## src/logic/acmp_consts.svh

```systemverilog
`ifndef ACMP_CONSTS_SVH
`define ACMP_CONSTS_SVH

// register offsets on the control interface
`define ACMP_OFF_POWER_FIVE 8'h0C
`define ACMP_OFF_INT_STATUS 8'h1A
`define ACMP_OFF_INT_MASK 8'h22
`define ACMP_OFF_CTRL_ALIAS 8'hA3
`define ACMP_OFF_CFG_ONE 8'hA4
`define ACMP_OFF_CFG_TWO 8'hA5
`define ACMP_OFF_CFG_THREE 8'hA6
`define ACMP_OFF_CFG_FOUR 8'hA7

// field positions inside a comparator config word
`define ACMP_SRC_MSB 15
`define ACMP_SRC_LSB 13
`define ACMP_ABOVE_BIT 12
`define ACMP_LIMIT_MSB 11
`define ACMP_LIMIT_LSB 0

// enable bits 3:0, event flags and masks sit at bits 7:4
`define ACMP_ENA_LSB 0
`define ACMP_FLAG_LSB 4

// reset values
`define ACMP_RST_ENABLE 4'h0
`define ACMP_RST_SRC 3'h0
`define ACMP_RST_ABOVE 1'h0
`define ACMP_RST_LIMIT 12'h000
`define ACMP_RST_CODE 12'h000
`define ACMP_RST_MASK 4'h0

`endif

```

## src/logic/acmp_pkg.sv

```systemverilog
package acmp_pkg;

  // number of comparators and of converter channels
  localparam int ACMP_NUM = 4;
  localparam int ACMP_CHANNELS = 8;

  typedef logic [11:0] acmp_code_t;
  typedef logic [7:0] acmp_addr_t;
  typedef logic [15:0] acmp_word_t;

  // converter channel codes used by the source select field
  typedef enum logic [2:0] {
    ACMP_SRC_EXT1 = 3'h0,
    ACMP_SRC_EXT2 = 3'h1,
    ACMP_SRC_EXT3 = 3'h2,
    ACMP_SRC_EXT4 = 3'h3,
    ACMP_SRC_USB = 3'h4,
    ACMP_SRC_LINE = 3'h5,
    ACMP_SRC_BATT = 3'h6,
    ACMP_SRC_TEMP = 3'h7
  } acmp_src_t;

  // whole state of the comparator block
  typedef struct packed {
    logic [ACMP_CHANNELS-1:0][11:0] latest;
    logic [ACMP_NUM-1:0] comparator_enable;
    logic [ACMP_NUM-1:0][2:0] comparator_source_select;
    logic [ACMP_NUM-1:0] comparator_above_select;
    logic [ACMP_NUM-1:0][11:0] comparator_limit_value;
    logic [ACMP_NUM-1:0] cond;
    logic [ACMP_NUM-1:0] comparator_event_flag;
    logic [ACMP_NUM-1:0] comparator_event_mask;
    logic [15:0] rdata;
    logic irq;
  } acmp_state_t;

endpackage

```

## src/logic/acmp_top.sv

```systemverilog
`timescale 1ns/100ps
`include "acmp_consts.svh"

module acmp_top #(
  parameter int NUM = 4,
  parameter int CODE_W = 12
) (
  input wire logic core_clk,
  input wire logic rst_n,
  // register access port
  input wire acmp_pkg::acmp_addr_t reg_addr,
  input wire acmp_pkg::acmp_word_t reg_wdata,
  input wire logic reg_wr,
  input wire logic reg_rd,
  output acmp_pkg::acmp_word_t reg_rdata,
  // converter results as they are stored
  input wire logic meas_valid,
  input wire logic [2:0] meas_channel,
  input wire acmp_pkg::acmp_code_t meas_code,
  // flags and the gated event toward the system interrupt
  output logic [3:0] comparator_event_flag,
  output logic comparator_irq
);
  import acmp_pkg::*;

  // the whole block state lives in one packed struct so the reset
  // branch and the next-state logic cannot drift apart field by field
  acmp_state_t st; // registered state
  acmp_state_t next_st; // value for the next edge
  logic [NUM-1:0] hit; // per-comparator test on the incoming code
  logic [NUM-1:0] sel_match; // incoming sample is on the chosen channel
  logic [NUM-1:0] new_cond; // condition after this cycle
  logic [NUM-1:0] rise; // condition just became true
  logic status_read; // reading the status register clears flags
  logic [NUM-1:0][CODE_W-1:0] sel_code; // newest code per comparator

  // each comparator reads the newest code of its own channel: the
  // sample arriving now when it is on that channel, else the stored
  // one; a matching sample bypasses the per-channel store in the
  // cycle it arrives, and is written into it at the same edge
  always_comb begin
    for (int i = 0; i < NUM; i++) begin
      if (meas_valid
          && (meas_channel == st.comparator_source_select[i])) begin
        // fresh sample wins, it is stored at this very edge
        sel_code[i] = meas_code;
      end else begin
        // no sample for this channel now, use the stored one
        sel_code[i] = st.latest[st.comparator_source_select[i]];
      end
    end
  end

  // every comparator tests its own code; the channel match below
  // decides whether the result is used, so sharing a channel is free
  genvar gi;
  generate
    for (gi = 0; gi < NUM; gi++) begin : g_cmp
      acmp_threshold #(
        .WIDTH(CODE_W)
      ) u_thr (
        .code(sel_code[gi]),
        .limit(st.comparator_limit_value[gi]),
        .above(st.comparator_above_select[gi]),
        .hit(hit[gi])
      );
    end
  endgenerate

  // channel match, condition tracking and rising edge detection
  always_comb begin
    for (int i = 0; i < NUM; i++) begin
      sel_match[i] = meas_valid
                     && (meas_channel == st.comparator_source_select[i]);
      if (!st.comparator_enable[i]) begin
        // a disabled comparator holds its condition low, so enabling
        // it later lets the next beyond-limit sample raise the flag
        new_cond[i] = 1'b0;
      end else if (sel_match[i]) begin
        // a sample of the chosen channel re-evaluates the verdict
        new_cond[i] = hit[i];
      end else begin
        // no sample of this channel: hold the last verdict
        new_cond[i] = st.cond[i];
      end
      // only a 0 to 1 step raises a flag; a level that stays beyond
      // the limit must not re-flag after software has cleared it
      rise[i] = new_cond[i] && !st.cond[i];
    end
  end

  // a status read is recognised on the strobe edge itself, so the
  // flags it reports and the flags it clears are the same snapshot
  assign status_read = reg_rd && (reg_addr == `ACMP_OFF_INT_STATUS);

  // next state: register writes, sample store, flags and read data
  always_comb begin
    next_st = st;
    // keep the most recent code of every channel
    if (meas_valid) begin
      next_st.latest[meas_channel] = meas_code;
    end
    next_st.cond = new_cond;
    // register writes; enables are shared by both addresses
    if (reg_wr) begin
      unique case (reg_addr)
        `ACMP_OFF_POWER_FIVE, `ACMP_OFF_CTRL_ALIAS: begin
          // both aliases land on the one enable store
          next_st.comparator_enable =
            reg_wdata[`ACMP_ENA_LSB +: 4];
        end
        `ACMP_OFF_INT_MASK: begin
          // a set mask bit only blocks the interrupt, the flag still sets
          next_st.comparator_event_mask =
            reg_wdata[`ACMP_FLAG_LSB +: 4];
        end
        `ACMP_OFF_CFG_ONE, `ACMP_OFF_CFG_TWO,
        `ACMP_OFF_CFG_THREE, `ACMP_OFF_CFG_FOUR: begin
          // the low two address bits pick the comparator; a new setting
          // takes effect on the next sample, stored verdicts stay put
          next_st.comparator_source_select[reg_addr[1:0]] =
            reg_wdata[`ACMP_SRC_MSB:`ACMP_SRC_LSB];
          next_st.comparator_above_select[reg_addr[1:0]] =
            reg_wdata[`ACMP_ABOVE_BIT];
          next_st.comparator_limit_value[reg_addr[1:0]] =
            reg_wdata[`ACMP_LIMIT_MSB:`ACMP_LIMIT_LSB];
        end
        default: begin
          // other addresses belong to other blocks
        end
      endcase
    end
    // flags clear on a status read, but a new edge in the same
    // cycle still sets its flag so no event is lost
    if (status_read) begin
      next_st.comparator_event_flag = rise;
    end else begin
      next_st.comparator_event_flag = st.comparator_event_flag | rise;
    end
    // gated event is built from the next flags, so it rises on the
    // same edge as the flag that causes it
    next_st.irq = |(next_st.comparator_event_flag
                    & ~next_st.comparator_event_mask);
    // read data: captured on the read strobe, zero elsewhere; the
    // registered port costs a cycle but keeps the pins on flops
    next_st.rdata = 16'h0000;
    if (reg_rd) begin
      unique case (reg_addr)
        `ACMP_OFF_POWER_FIVE, `ACMP_OFF_CTRL_ALIAS: begin
          next_st.rdata[`ACMP_ENA_LSB +: 4] = st.comparator_enable;
        end
        `ACMP_OFF_INT_STATUS: begin
          // flags as they stood before this read clears them
          next_st.rdata[`ACMP_FLAG_LSB +: 4] =
            st.comparator_event_flag;
        end
        `ACMP_OFF_INT_MASK: begin
          // mask bits share the positions of the flags
          next_st.rdata[`ACMP_FLAG_LSB +: 4] = st.comparator_event_mask;
        end
        `ACMP_OFF_CFG_ONE, `ACMP_OFF_CFG_TWO,
        `ACMP_OFF_CFG_THREE, `ACMP_OFF_CFG_FOUR: begin
          // config reads back exactly the word that was written
          next_st.rdata[`ACMP_SRC_MSB:`ACMP_SRC_LSB] =
            st.comparator_source_select[reg_addr[1:0]];
          next_st.rdata[`ACMP_ABOVE_BIT] =
            st.comparator_above_select[reg_addr[1:0]];
          next_st.rdata[`ACMP_LIMIT_MSB:`ACMP_LIMIT_LSB] =
            st.comparator_limit_value[reg_addr[1:0]];
        end
        default: begin
          // unmapped reads answer zero
          next_st.rdata = 16'h0000;
        end
      endcase
    end
  end

  // state register; all fields reset to constants
  // the asynchronous branch never loads a live signal
  always_ff @(posedge core_clk or negedge rst_n) begin
    if (!rst_n) begin
      for (int c = 0; c < ACMP_CHANNELS; c++) begin
        st.latest[c] <= `ACMP_RST_CODE;
      end
      st.comparator_enable <= `ACMP_RST_ENABLE;
      for (int i = 0; i < NUM; i++) begin
        st.comparator_source_select[i] <= `ACMP_RST_SRC;
        st.comparator_above_select[i] <= `ACMP_RST_ABOVE;
        st.comparator_limit_value[i] <= `ACMP_RST_LIMIT;
      end
      // no verdict and no pending event survive a reset
      st.cond <= 4'h0;
      st.comparator_event_flag <= 4'h0;
      st.comparator_event_mask <= `ACMP_RST_MASK;
      st.rdata <= 16'h0000;
      st.irq <= 1'b0;
    end else begin
      st <= next_st;
    end
  end

  // outputs straight from the state flops
  // no logic sits between flop and pin, so the interrupt never glitches
  assign reg_rdata = st.rdata;
  assign comparator_event_flag = st.comparator_event_flag;
  assign comparator_irq = st.irq;

endmodule

```

## src/logic/acmp_threshold.sv

```systemverilog
`timescale 1ns/100ps
// one threshold test; equality never counts as beyond the limit
module acmp_threshold #(
  parameter int WIDTH = 12
) (
  input wire logic [WIDTH-1:0] code,
  input wire logic [WIDTH-1:0] limit,
  input wire logic above,
  output logic hit
);

  // raw codes compared unsigned, no scaling applied
  always_comb begin
    if (above) begin
      hit = (code > limit);
    end else begin
      hit = (code < limit);
    end
  end

endmodule

```

## config.mk

```make
export PLATFORM = sky130hd
export DESIGN_NAME = acmp_top
export DESIGN_NICKNAME = d
export VERILOG_FILES = /design/src/logic/acmp_pkg.sv /design/src/logic/acmp_top.sv /design/src/logic/acmp_threshold.sv
export VERILOG_INCLUDE_DIRS = /design/src /design/src/logic
export SDC_FILE = /design/constraint.sdc
export NUM_CORES = 1
export LEC_CHECK = 0
export ABC_CLOCK_PERIOD_IN_PS = 3610
export BUFFER_PORTS_ARGS = -buffer_cell sky130_fd_sc_hd__buf_2
export CAP_MARGIN = 20
export CORE_UTILIZATION = 50
export DETAILED_ROUTE_END_ITERATION = 7
export HOLD_SLACK_MARGIN = 0.02
export PLACE_DENSITY = 0.7
export SYNTH_ARGS = -nofsm -noshare
export SYNTH_HDL_FRONTEND = slang
export SYNTH_SLANG_ARGS = --single-unit
```

## constraint.sdc

```tcl
create_clock -name core_clk -period 3.61 [get_ports core_clk]
set_clock_uncertainty 0.05 [all_clocks]
set_input_delay 0.361 -clock core_clk [delete_from_list [all_inputs] [get_ports core_clk]]
set_output_delay 0.361 -clock core_clk [all_outputs]
set_load 0.005 [all_outputs]
```

Word level (Yosys, flattened, before mapping)
Cells that the tools add are included.
{ "totals": {"reg_bits": 193, "wordCells": 123} }
{ "classes": {"bitwise": 3, "n_reduce_logical": 20, "order_cmp": 16, "n_mux": 49, "n_eq_ne": 12} }
{ "ops": {"columns": ["op", "n"], "rows": [
  ["12-bit binary-select mux with 3-bit select", 4],
  ["12-bit two-way mux", 11],
  ["96-bit bitwise mux", 1],
  ["48-bit bitwise mux", 1],
  ["12-bit greater-than comparator", 4],
  ["12-bit < comparator", 4],
  ["8-bit equality test (second input constant)", 5],
  ["12-bit demux with 3-bit select", 1],
  ["12-bit binary-select mux with 2-bit select", 1],
  ["12-bit demux with 2-bit select", 1],
  ["3-bit by 4-bit < comparator with 1-bit output (second input constant)", 5],
  ["16-bit two-way mux", 1],
  ["1-bit two-way mux", 14],
  ["12-bit bitwise mux", 1],
  ["3-bit equality test", 4],
  ["4-bit two-way mux", 3],
  ["4-bit case mux with 3 select lines", 1],
  ["1-bit logical AND", 11],
  ["8-bit by 4-bit equality test with 1-bit output (second input constant)", 1],
  ["8-bit by 5-bit equality test with 1-bit output (second input constant)", 1],
  ["8-bit by 6-bit equality test with 1-bit output (second input constant)", 1],
  ["8-bit two-way mux", 1],
  ["4-bit case mux with 2 select lines", 1],
  ["4-bit OR reduction", 2],
  ["15 further kinds", 20]
]} }

Logic depth before layout (Yosys ltp)
{ "logic_depth": {"depth_word": 12, "depth_mapped": 15} }

By module
From an unflattened synthesis, not the netlist that was laid out.
{ "hier_totals": {"hier_cells": 967, "hier_area_um2": 12715.9} }
{ "by_module_without_submodules": {"columns": ["mod", "cells_each", "seq_area_each_um2", "area_per_inst_um2", "instances"], "rows": [
  ["acmp_top", 803, 4829.6, 11429.7, 1],
  ["acmp_threshold", 41, 0.0, 321.6, 4]
]} }

Worst setup path before layout
Ideal clock, no wire load.
{ "synth_timing": {"kind": "register -> register", "from": "register st[81] in the netlist's numbering", "to": "register st[25] in the netlist's numbering", "n_path_buf": 2, "slack_ns": -0.030, "synth_period_minus_slack_ns": 3.640, "arrival_time_ns": 3.464, "stages_incl_launch_ff": 12, "path_cell_list": "dfrtp_1 clkbuf_1 buf_2 mux4_2 mux2i_1 a21oi_1 ha_1 a21o_1 a221o_1 a221oi_1 a21oi_1 o311a_1"} }
{ "synth_between": {"elab_chain_len": 7, "elab_cells_between_ends": 10, "classes_between": "order compare (2); eq/ne (1); mux (6); reduce/logical (1)"} }
{ "synth_lines": {"columns": ["element", "line", "text"], "rows": [
  ["from (decl)", "acmp_top.sv:28", "acmp_state_t st;"],
  ["from (signal assigned)", "acmp_top.sv:199", "st <= next_st;"],
  ["12-bit binary-select mux with 3-bit select / 3-bit equality test (equally long branches)", "acmp_top.sv:49, acmp_top.sv:44, acmp_top.sv:74", null],
  ["12-bit two-way mux (implied by the code) / 1-bit logical AND (equally long branches)", "acmp_top.sv:49, acmp_top.sv:44, acmp_top.sv:74", null],
  ["12-bit two-way mux", "acmp_top.sv:43", "if (meas_valid"],
  ["12-bit < comparator / 12-bit greater-than comparator (equally long branches)", "acmp_threshold.sv:17, acmp_threshold.sv:15", null],
  ["1-bit two-way mux", "acmp_threshold.sv:14", "if (above) begin"],
  ["1-bit two-way mux *", "acmp_top.sv:79", "end else if (sel_match[i]) begin"],
  ["1-bit two-way mux *", "acmp_top.sv:75", "if (!st.comparator_enable[i]) begin"],
  ["via new_cond[0]", "acmp_top.sv:32", "logic [NUM-1:0] new_cond;"]
]} }
The timed path passes the listed nets; every way through them passes the cells marked *. The select of a mux whose other input is x is not followed.
A chain may end at the register's enable or synchronous reset.

==> results by group <==
Cells and area
  – Nets: about 1.1k
  – Share of post-route cells with drive strength above 1: 30.0%
  – Commonest non-fill, non-tap cell in the layout: dfrtp_1
  – Commonest non-fill, non-tap cells in the layout: dfrtp_1, mux4_2, mux2_1, buf_2, a21oi_1
  – Non-filler cells in the finished layout: about 1.4k
  – Area growth, synth to finish: 10.4%
  – Final Core Density: a little under three fifths

GRT
  – Remaining global-route overflow: 0
  – Global-route wire length before repair: a little over 50000 µm
  – Largest net degree at the start of global routing: approximately 130
  – Initial antenna violation count: 1
  – GRT Total Usage: between 20% and 30%
  – Number of global-route vias before repair: approximately 8.7k

Synth
  – Synth Area per Inst: 12.6 µm²
  – Yosys reg bits: slightly below 200
  – Synth Area in Compound Gates: under 10%
  – Fraction of registers with async set or reset after synthesis: 100%
  – Cell area after synthesis: between 0.01 and 0.015 mm²
  – Syn Inst Count: about 1.0k
  – Synth Area in XOR/XNOR: 0.950%
  – Ys flop type: dfrtp_1
  – Seq/Total Area, Yosys: approximately two fifths
  – Post-synthesis mux area share: a little under two fifths
  – Synthesized Nets: approximately 1.1k
  – Post-synthesis cell type count: between 50 and 60
  – Main combinational cell family by area after synthesis: multiplexers
  – Number of flops mapped to enable cells by yosys: 0
  – Yosys warns: 0
  – Synth Area in Adders: under 10%
  – Post-synthesis simple-gate area fraction: between 7 and 8%

STA
  – Minimum clock period after layout: 3.42 ns
  – Post-route setup TNS: 0 ns
  – Final Hold Violating Endpoints: 0
  – RSZ-0062 raised after global routing: no
  – Max Clk Rate: 292 MHz
  – Slew headroom: 28.6%
  – Slew @ Worst Pin: approximately 1.1 ns
  – Final Max Slew Viols: 0
  – Period utilization: between 90% and 100%
  – Hold_ws: ~0.029 ns
  – Final setup violation count: 0

Clocking
  – Root Buffer: clkbuf_16
  – Num CTS Buffers: 17
  – Clk slew on worst S/H paths: roughly 0.070 ns
  – Hold_buf cts: 0
  – CTS tree: yes
  – Clock Path Buffers: 2
  – Clock Latency Late Sink: 0.44 ns
  – CTS HTree Levels: 4
  – CTS Sinks: about 190

Worst setup path
  – CP arrival: between 3 and 4 ns
  – CP startpoint kind: flop
  – Critical path class: flop to flop
  – Reg2Reg Setup Slack: between 0.15 and 0.2 ns
  – Worst setup EP type: flop
  – Cell count of the worst reg-to-reg path: 11
  – Critical Path RT: about 4 ns
  – Worst Path Max Fanout: 10

Run
  – Maxcap violations: 0

Route
  – Vias: roughly 9k
  – Initial DRT Pass Iterations: 5
  – Routed WL: about 33000 µm
  – Initial DRC count: between 800 and 900
  – Vias per Instance: between 6 and 7
  – DR DRC count: 0
  – Routed WL per cell: 23.8 µm
  – Antenna-violating nets left: 0

Floorplan
  – Die height: 161 µm
  – # IOs: 65
  – Die width: 161 µm
  – Die area: ~0.026 mm²
  – Initial core utilization: 51.6%
  – Row cnt: 57
  – Core Box Area: 0.0245 mm²

Outcome
  – Outcome: completed

Power
  – Leak: between 5 and 6 nW
  – Peak VDD IR: about 0.00026 V
  – Seq pwr share: between 40% and 50%
  – Sw Share: a little under a third
  – Clock power frac: about 30%
  – Net switching power of the design: about 2.1 mW
  – P per Cell Area: 472 mW/mm²
  – Combinational Power Share: a little over a quarter
  – Total power: ~6.6 mW
  – P_int: between 4 and 5 mW

Hold path
  – Hold crit path type: primary input to asynchronous set/reset pin

Placed design
  – DP HPWL: around 23000 µm
  – DP Cell Count: around 1.3k
  – RePlAce Congestion: about 0.9
  – Number of port buffers: 64
[layout make-up]
| cell class | count | area (µm²) |
|---|---|---|
| fill | 2000 | 10600 |
| multi-input combinational | 667 | 7200 |
| sequential | 193 | 4840 |
| timing repair buffer | 108 | 747 |
| clock buffer | 20 | 447 |
| tap | 324 | 405 |
| inverter | 45 | 169 |
| clock inverter | 12 | 159 |
| antenna | 1 | 2.50 |
[through the flow]
stage          area, µm²  setup slack (ns)
3_3_place_gp       13300             0.259
4_1_cts            14000             0.188
2_1_floorplan      12600             0.176
5_1_grt            14000            0.0487
3_5_place_dp       13300             0.226
6_report           14000             0.191
[per-layer routing]
| metal | up-vias | track usage (%) | part of all wire, % |
|---|---|---|---|
| met3 | 60 | 3.98 | 6.5 |
| met1 | 4463 | 36.9 | 43 |
| li1 | 3859 | - | - |
| met5 | - | 0 | 0 |
| met2 | 392 | 42.5 | 48 |
| met4 | 0 | 8.88 | 2.5 |
[Yosys cell counts, drive strengths merged (2+ instances only)]
cell type / count / area [µm²]
nand3: 8 / 40.0
dfrtp: 193 / 4830
nor2b: 6 / 37.5
buf: 50 / 308
nor4b: 5 / 50.0
and2: 3 / 18.8
or4: 2 / 15.0
and3: 8 / 50.1
nor3: 10 / 55.1
nand2: 31 / 116
a211oi: 2 / 15.0
o311ai: 2 / 17.5
a222oi: 4 / 40.0
nand2b: 12 / 75.1
nand4: 18 / 131
xnor2: 12 / 120
nand4b: 4 / 35.0
or2: 2 / 12.5
nor2: 53 / 199
nand4bb: 2 / 22.5
or4b: 4 / 40.0
a32o: 4 / 40.0
clkbuf: 48 / 180
ha: 48 / 601
a21oi: 60 / 300
a41oi: 2 / 17.5
mux2i: 52 / 521
inv: 45 / 169
mux2: 157 / 1770
a21o: 4 / 30.0
o21a: 2 / 15.0
o21ai: 18 / 90.1
o211ai: 4 / 30.0
nor3b: 2 / 15.0
o41ai: 2 / 17.5
mux4: 112 / 2520
[power by group through the flow]
stage                     logic [mW]  clock network [mW]  registers, mW
after detailed placement        1.75                   0           2.84
final                           1.79                1.98           2.82
after global routing            1.94                2.10           2.86
after CTS                       1.78                2.02           2.80
after global placement          1.71                   0           2.82
after floorplan                 1.33                   0           2.70
[worst max-delay path: stages, from the launching register on]
cell and delay [ns]:
dfrtp_4 0.54, buf_4 0.24, mux4_2 0.51, mux2i_1 0.24, a21oi_1 0.12, ha_1 0.27, and4_1 0.25, nand4_1 0.21
a21o_1 0.27, o41ai_1 0.40, o21bai_1 0.13, nand4_1 0.11
[registers in the layout, summed over array words and instances, names as in the netlist]
name and flops:
comparator_irq 1, st 172, reg_rdata 16, comparator_event_flag 4
[cell families after synthesis]
family	Yosys count
buffers and inverters	143
adder cells (fa/ha/maj)	48
AO/OA/AOI/OAI	113
XOR/XNOR	12
flip-flops	193
AND/OR/NAND/NOR	173
multiplexers	321
[worst paths after layout]
| path | startpoint | endpoint |
|---|---|---|
| hold / removal | rst_n | st[37]$_DFFE_PN0P_ |
| setup / recovery | st[81]$_DFFE_PN0P_ | comparator_irq$_DFF_PN0_ |
| setup reg to reg | st[81]$_DFFE_PN0P_ | comparator_irq$_DFF_PN0_ |
| hold reg to reg | st[49]$_DFFE_PN0P_ | st[49]$_DFFE_PN0P_ |
| max in group asynchronous | rst_n | st[104]$_DFFE_PN0P_ |
| min in group core_clk | reg_wdata[9] | st[38]$_DFFE_PN0P_ |
[what timing repair did]
action,4_1_cts,5_1_grt
endpoints found under the hold margin,0,0
setup buffers,0,0
gates resized for setup,0,3
endpoints found under the setup margin,0,2
(Power assumes the default switching activity.)
